$ cat config.mk
export PLATFORM = sky130hd
export DESIGN_NAME = emb_bus_seq
export DESIGN_NICKNAME = d
export VERILOG_FILES = /design/src/logic/emb_pkg.sv /design/src/logic/emb_sync2.sv /design/src/logic/emb_flash_gate.sv /design/src/logic/emb_bus_seq.sv
export SDC_FILE = /design/constraint.sdc
export NUM_CORES = 1
export LEC_CHECK = 0
export ABC_AREA = 1
export BUFFER_PORTS_ARGS = -buffer_cell sky130_fd_sc_hd__buf_4
export CORE_ASPECT_RATIO = 2
export CORE_MARGIN = 2
export CORE_UTILIZATION = 59
export CTS_BUF_LIST = sky130_fd_sc_hd__clkbuf_4
export CTS_CLUSTER_SIZE = 12
export DETAILED_ROUTE_END_ITERATION = 10
export MAX_ROUTING_LAYER = met4
export PLACE_DENSITY = 0.87
export SLEW_MARGIN = 20
export SYNTH_ARGS = -nofsm -noshare
export SYNTH_HDL_FRONTEND = slang
export SYNTH_SLANG_ARGS = --single-unit
$ cat constraint.sdc
create_clock -name core_clk -period 2.75 [get_ports core_clk]
set_clock_uncertainty 0.2 [all_clocks]
set_input_delay 0.1375 -clock core_clk [delete_from_list [all_inputs] [get_ports core_clk]]
set_output_delay 0.1375 -clock core_clk [all_outputs]
set_load 0.01 [all_outputs]
$ cat src/logic/emb_pkg.sv
package emb_pkg;

  // machine cycle: 12 oscillator periods, counted 0..11 from cycle start
  localparam int unsigned CYC_LEN = 12;
  localparam logic [3:0] CNT_LAST = 4'hb;
  // address latch strobe high periods 0..1, falls at edge of period 2
  localparam logic [3:0] ALE_RISE = 4'h0;
  localparam logic [3:0] ALE_FALL = 4'h2;
  // low address held one period after the latch strobe falls
  localparam logic [3:0] ADDR_HOLD_END = 4'h3;
  // fetch strobe low periods 3..5 (three periods)
  localparam logic [3:0] FETCH_LOW = 4'h3;
  localparam logic [3:0] FETCH_HIGH = 4'h6;
  // fetched byte captured in the last low period of the fetch strobe
  localparam logic [3:0] FETCH_CAPT = 4'h5;
  // read and write strobes low periods 5..10 (six periods)
  localparam logic [3:0] DSTB_LOW = 4'h5;
  localparam logic [3:0] DSTB_HIGH = 4'hb;
  localparam logic [3:0] READ_CAPT = 4'ha;
  // write data driven one period before the write strobe falls
  localparam logic [3:0] WDATA_ON = 4'h4;
  // port sample and update points inside the machine cycle
  localparam logic [3:0] STATE5_PHASE2 = 4'h9;
  localparam logic [3:0] STATE6_PHASE2 = 4'hb;
  // read bus turnaround: memory may drive two periods after the read strobe
  localparam logic [1:0] TURN_PERIODS = 2'h2;

  typedef enum logic [1:0] {EMB_FETCH, EMB_READ, EMB_WRITE} emb_kind_t;

  typedef struct packed {
    emb_kind_t kind;
    logic [15:0] addr;
    logic [7:0] wdata;
  } emb_req_t;

  typedef struct packed {
    logic ale;
    logic program_fetch_strobe;
    logic rd_n;
    logic wr_n;
    logic [7:0] low_addr_data_port_o;
    logic low_addr_data_port_oe;
    logic [7:0] high_addr_port;
  } emb_pins_t;

endpackage

$ cat src/logic/emb_sync2.sv
`timescale 1ns/10ps
// two-stage synchroniser for a bus of pin inputs
module emb_sync2 #(
  parameter int W = 8
) (
  input wire logic core_clk,
  input wire logic rst,
  input wire logic [W-1:0] din,
  output logic [W-1:0] dout
);
  logic [W-1:0] meta_q;

  // first stage read only by the second
  always_ff @(posedge core_clk) begin
    if (rst) begin
      meta_q <= '0;
      dout <= '0;
    end else begin
      meta_q <= din;
      dout <= meta_q;
    end
  end
endmodule

$ cat src/logic/emb_flash_gate.sv
`timescale 1ns/10ps
// flash mode qualifier: strap pins held high, sampled after sync
module emb_flash_gate (
  input wire logic core_clk,
  input wire logic rst,
  input wire logic [2:0] strap_sync,
  input wire logic flash_req,
  output logic flash_mode,
  output logic flash_grant
);
  logic mode_q;

  // mode entered only while all three strap pins read high
  always_ff @(posedge core_clk) begin
    if (rst) begin
      mode_q <= 1'b0;
    end else begin
      mode_q <= &strap_sync;
    end
  end

  assign flash_mode = mode_q;
  assign flash_grant = mode_q & flash_req;
endmodule

$ cat src/logic/emb_bus_seq.sv
`timescale 1ns/10ps
// Functional notes
// - address valid a period before latch strobe falls; strobe high two periods.
// - low address byte held one period after latch strobe falls.
// - fetch strobe falls one period after latch strobe, low three periods.
// - fetched byte captured internally before fetch strobe rises.
// - high address and address phase stay stable for the whole cycle.
// - read strobe falls three periods after latch strobe, low six periods.
// - device keeps port released two periods after read strobe rises.
// - write data driven a period before write strobe; strobe low six periods.
// - write data held one period after write strobe rises.
// - ports sampled at state5_phase2, outputs updated end of state6_phase2; code does both only in busy bus cycles.
// - flash access only in flash mode with reset, latch, fetch pins high.
// - clock may stop at either level without loss of state.
module emb_bus_seq (
  input wire logic core_clk,
  input wire logic rst,
  input wire logic req_valid,
  output logic req_ready,
  input wire emb_pkg::emb_req_t req,
  output logic rsp_valid,
  output logic [7:0] rsp_data,
  input wire logic [7:0] low_addr_data_port_i,
  output emb_pkg::emb_pins_t pins,
  input wire logic [7:0] gp_port_i,
  input wire logic [7:0] gp_out_next,
  output logic [7:0] gp_port_in_q,
  output logic [7:0] gp_port_out,
  output logic cycle_start,
  input wire logic rst_pin,
  input wire logic ale_pin_i,
  input wire logic fetch_pin_i,
  input wire logic flash_req,
  output logic flash_mode,
  output logic flash_grant
);
  typedef enum logic [1:0] {ST_IDLE, ST_BUSY} emb_state_t;

  typedef struct packed {
    emb_state_t st;
    logic [3:0] cnt;
    emb_pkg::emb_req_t cur;
    emb_pkg::emb_pins_t pins;
    logic [1:0] turn;
    logic rsp_valid;
    logic [7:0] rsp_data;
    logic [7:0] gp_in;
    logic [7:0] gp_out;
    logic [7:0] gp_stage;
  } emb_state_s_t;

  emb_state_s_t s_q, s_d;
  logic [7:0] bus_sync;
  logic [7:0] gp_sync;
  logic [2:0] strap_sync;
  logic active_fetch, active_read, active_write;

  // pin inputs pass two flip-flops before use
  emb_sync2 #(.W(8)) u_bus_sync (
    .core_clk(core_clk),
    .rst(rst),
    .din(low_addr_data_port_i),
    .dout(bus_sync)
  );
  emb_sync2 #(.W(8)) u_gp_sync (
    .core_clk(core_clk),
    .rst(rst),
    .din(gp_port_i),
    .dout(gp_sync)
  );
  emb_sync2 #(.W(3)) u_strap_sync (
    .core_clk(core_clk),
    .rst(rst),
    .din({rst_pin, ale_pin_i, fetch_pin_i}),
    .dout(strap_sync)
  );

  emb_flash_gate u_flash (
    .core_clk(core_clk),
    .rst(rst),
    .strap_sync(strap_sync),
    .flash_req(flash_req),
    .flash_mode(flash_mode),
    .flash_grant(flash_grant)
  );

  // kind of the running cycle
  always_comb begin
    active_fetch = (s_q.st == ST_BUSY) && (s_q.cur.kind == emb_pkg::EMB_FETCH);
    active_read = (s_q.st == ST_BUSY) && (s_q.cur.kind == emb_pkg::EMB_READ);
    active_write = (s_q.st == ST_BUSY) && (s_q.cur.kind == emb_pkg::EMB_WRITE);
  end

  // a new cycle starts only at the machine cycle boundary, bus not turning
  assign req_ready = (s_q.st == ST_IDLE) && (s_q.turn == 2'h0) && !flash_mode;
  assign cycle_start = req_valid && req_ready;

  // next state: sequencing is purely a period count, so a stopped clock
  // freezes every strobe and register in place
  always_comb begin
    s_d = s_q;
    s_d.rsp_valid = 1'b0;
    if (s_q.turn != 2'h0) begin
      s_d.turn = s_q.turn - 2'h1;
    end
    unique case (s_q.st)
      ST_IDLE: begin
        s_d.cnt = 4'h0;
        if (cycle_start) begin
          s_d.st = ST_BUSY;
          s_d.cur = req;
          // address on the pins with the latch strobe high
          s_d.pins.ale = 1'b1;
          s_d.pins.high_addr_port = req.addr[15:8];
          s_d.pins.low_addr_data_port_o = req.addr[7:0];
          s_d.pins.low_addr_data_port_oe = 1'b1;
        end
      end
      ST_BUSY: begin
        s_d.cnt = s_q.cnt + 4'h1;
        // latch strobe falls after two periods high
        if (s_q.cnt + 4'h1 == emb_pkg::ALE_FALL) begin
          s_d.pins.ale = 1'b0;
        end
        // release low address after its hold period; write keeps driving
        if (s_q.cnt + 4'h1 == emb_pkg::ADDR_HOLD_END) begin
          if (!active_write) begin
            s_d.pins.low_addr_data_port_oe = 1'b0;
          end
        end
        // fetch strobe window
        if (active_fetch && (s_q.cnt + 4'h1 == emb_pkg::FETCH_LOW)) begin
          s_d.pins.program_fetch_strobe = 1'b0;
        end
        if (active_fetch && (s_q.cnt == emb_pkg::FETCH_CAPT)) begin
          s_d.rsp_data = bus_sync;
          s_d.rsp_valid = 1'b1;
        end
        if (active_fetch && (s_q.cnt + 4'h1 == emb_pkg::FETCH_HIGH)) begin
          s_d.pins.program_fetch_strobe = 1'b1;
        end
        // write data one period before the write strobe
        if (active_write && (s_q.cnt + 4'h1 == emb_pkg::WDATA_ON)) begin
          s_d.pins.low_addr_data_port_o = s_q.cur.wdata;
          s_d.pins.low_addr_data_port_oe = 1'b1;
        end
        if (s_q.cnt + 4'h1 == emb_pkg::DSTB_LOW) begin
          if (active_read) begin
            s_d.pins.rd_n = 1'b0;
          end
          if (active_write) begin
            s_d.pins.wr_n = 1'b0;
          end
        end
        if (active_read && (s_q.cnt == emb_pkg::READ_CAPT)) begin
          s_d.rsp_data = bus_sync;
          s_d.rsp_valid = 1'b1;
        end
        if (s_q.cnt + 4'h1 == emb_pkg::DSTB_HIGH) begin
          s_d.pins.rd_n = 1'b1;
          s_d.pins.wr_n = 1'b1;
          if (active_read) begin
            s_d.turn = emb_pkg::TURN_PERIODS;
          end
        end
        // cycle end: write data held through the final period
        if (s_q.cnt == emb_pkg::CNT_LAST) begin
          s_d.st = ST_IDLE;
          s_d.pins.low_addr_data_port_oe = 1'b0;
        end
      end
      default: begin
        s_d.st = ST_IDLE;
      end
    endcase
    // general ports: sample and update points
    if ((s_q.st == ST_BUSY) && (s_q.cnt == emb_pkg::STATE5_PHASE2)) begin
      s_d.gp_in = gp_sync;
      s_d.gp_stage = gp_out_next;
    end
    if ((s_q.st == ST_BUSY) && (s_q.cnt == emb_pkg::STATE6_PHASE2)) begin
      s_d.gp_out = s_q.gp_stage;
    end
  end

  // register the whole state
  always_ff @(posedge core_clk) begin
    if (rst) begin
      s_q <= '0;
      s_q.st <= ST_IDLE;
      s_q.cur.kind <= emb_pkg::EMB_FETCH;
      s_q.pins.program_fetch_strobe <= 1'b1;
      s_q.pins.rd_n <= 1'b1;
      s_q.pins.wr_n <= 1'b1;
    end else begin
      s_q <= s_d;
    end
  end

  assign pins = s_q.pins;
  assign rsp_valid = s_q.rsp_valid;
  assign rsp_data = s_q.rsp_data;
  assign gp_port_in_q = s_q.gp_in;
  assign gp_port_out = s_q.gp_out;
endmodule

==> reports/metrics.csv <==
stage;metric;value;unit
timing;layout_min_cycle_time;2.05;ns
synthesis;seq_area_frac_synth;52.4;%
placement;gp_congestion;0.859;
drt;wirelength;10.3;mm
floorplan;row_count;43;
synthesis;synth_top_cells_by_count;dfxtp_1, nor2_1, inv_1;
drt;drc;0;
setup_path;r2r_slack;0.70;ns
setup_path;worstPathArrival;2.17;ns
drt;wl_per_cell;14.1;um
placement;place.port_buffers;106;
synthesis;synth_area_leaders;dfxtp_1, nor2_1, buf_4;
synthesis;yosysTopAreaCell;dfxtp_1;
flow_run;drv_cap;0;
cells_and_area;diodes;0;
pwr;power_frac_seq;61.6;%
timing;tightest_slew;0.628;ns
synthesis;synth_flop_cell;dfxtp_1;
synthesis;syn_nets;590;
global_route;grt_max_degree;60;
floorplan;die_w;63.7;um
clocking;cts_made_buffers;9;
setup_path;end_kind;flop;
clocking;htree_num_levels;3;
clocking;path_clk_slew;0.15;ns
synthesis;synth.most_common_cell;dfxtp_1;
clocking;post_cts_resize_count;0;
pwr;ir_drop;0.432;mV
pwr;p_per_area;508;nW/um2
clocking;cts_tree;done;
setup_path;worstPathRequired;2.87;ns
clocking;cts.sinks;110;
timing;rsz0062_at_grt;no;
timing;fin_hold_ws;0.197;ns
synthesis;syn_area;4210;um2
placement;place_hpwl;6.50;mm
floorplan;initial_core_util;60.6;%
pwr;p_int;2090;uW
setup_path;startpoint_type;flop;
drt;firstDrtPassIters;5;
clocking;clkLatencyLatePin;0.45;ns
floorplan;fp.dieH;123;um
global_route;antenna_found_initial;0;
cells_and_area;area_growth;27.8;%
synthesis;synth-seq-cells;110;
cells_and_area;nets;702;
clocking;cts-root-buf;clkbuf_4;
clocking;cts.path.max_buffers;2;
drt;via_count;3677;
synthesis;synth-async-reset-ratio;0;%
pwr;power.share.clock;26.6;%
synthesis;syn_inst;526;
global_route;grt_usage;27.8;%
drt;drt-vias-per-instance;5.04;
pwr;switching_power;639;uW
timing;finalCritPeriodShare;74.4;%
timing;drv_slew;0;
synthesis;ys_warn_count;0;
setup_path;critPathKind;flop to flop;
status;status;finished clean;
cells_and_area;largest_registers;s_q: 25 flops, pins: 21 flops;
clocking;post_cts_buffers;0;
cells_and_area;regMostFlops;s_q;
setup_path;worstPathMaxFanout;10;
drt;ant_nets;0;
timing;finalHoldViolCount;0;
floorplan;core_region_area;6940;um2
pwr;switching_share;23.4;%
synthesis;synthesis.area_per_instance;7.99;um2
floorplan;die-area;7860;um2
synthesis;synth_edf_count;0;
global_route;overflow;0;
synthesis;synth_top_cell_area_share;52.4;%
pwr;leakage;0.00249;uW
timing;tns;0;ns
cells_and_area;largest_register_ffs;25;
timing;setup_violations;0;
floorplan;ios;107;
synthesis;synth_cell_types;22;
pwr;comb_power_share;11.9;%
cells_and_area;drive_gt1_share;20.8;%
drt;drtIter0Drc;264;
timing;relSlewSlack;58.1;%
global_route;grt_pass1_vias;3657;
min_path;worstHoldPathType;flop to flop;
global_route;grt_pass1_wl;16.2;mm
timing;max_freq;489;MHz
-- final timing paths --
| path | from | to | depth (start not counted) |
|---|---|---|---|
| hold reg to reg | u_gp_sync.meta_q[7]$_SDFF_PP0_ | u_gp_sync.dout[7]$_SDFF_PP0_ | 2 |
| hold / removal | u_gp_sync.meta_q[7]$_SDFF_PP0_ | u_gp_sync.dout[7]$_SDFF_PP0_ | 2 |
| setup reg to reg | s_q[83]$_SDFF_PP0_ | pins[13]$_SDFFE_PP0P_ | 8 |
| setup / recovery | s_q[83]$_SDFF_PP0_ | pins[13]$_SDFFE_PP0P_ | 8 |
-- stage by stage --
stage / setup WS, ns / total power (uW) / area, um2 / cells / utilization, %
final: 0.704 / 2730 / 5380 / 730 / 77.5
after CTS: 0.726 / 2740 / 5380 / 730 / 77.5
after detailed placement: 0.822 / 1970 / 4710 / 662 / 67.9
after floorplan: 1.13 / 1860 / 4210 / 526 / -
after global placement: 0.910 / 1950 / 4710 / 662 / 67.9
after global routing: 0.528 / 2840 / 5380 / 730 / 77.5
-- what timing repair did --
action                     4_1_cts  5_1_grt
setup endpoints to repair        0        0
hold buffers                    55        0
hold endpoints to repair        62        0
-- kinds of logic (layout without fill, tap and decap cells) --
kind of cell,after synthesis,after routing,share of synthesized area (%)
compound gates,92,92,11.4
fa+ha+maj,7,7,2.08
buf+inv,143,257,17.4
flops,110,110,52.4
simple gates,174,174,16.8
-- critical path, cell delays in order (launching register included) --
cell and delay [ns]:
dfxtp_1 0.51, ha_1 0.30, nand2_1 0.07, nand2_1 0.14, nand3_2 0.22, nand2_1 0.13, inv_2 0.10, a21oi_1 0.20
nor2_1 0.06
-- cell usage in the layout, fill, tap and decap left out --
cell type and count:
a21oi_1 38, buf_4 111, bufinv_16 1, clkbuf_4 10, clkinv_1 1, clkinv_2 1, dfxtp_1 110, dlygate4sd3_1 55
ha_1 7, inv_1 74, inv_2 4, nand2_1 45, nand2_2 1, nand3_1 14, nand3_2 2, nand4_1 1
nor2_1 107, nor3_1 1, nor3_2 2, nor4_1 1, o21ai_0 52, o221ai_1 1, o22ai_4 1
-- power by group through the flow --
stage	logic [uW]	clock network, uW	registers (uW)
5_1_grt	355	800	1690
6_report	324	726	1680
4_1_cts	315	743	1680
3_5_place_dp	250	0	1710
3_3_place_gp	241	0	1710
2_1_floorplan	159	0	1700
-- cell type report --
cell class,count,area (um2)
timing repair buffer,166,1380
multi-input combinational,273,1270
sequential,110,2200
clock buffer,10,75.1
inverter,78,293
clock inverter,3,38.8
fill,459,1560
tap,90,113
-- metal layers --
metal | up-vias | GRT usage [%] | part of all wire, %
met5 | - | - | 0
met4 | 0 | 18.1 | 5.5
met3 | 49 | 5.55 | 5.3
met2 | 172 | 51.1 | 55
met1 | 1664 | 25.5 | 34
li1 | 1792 | - | -
(Power assumes the default switching activity.)
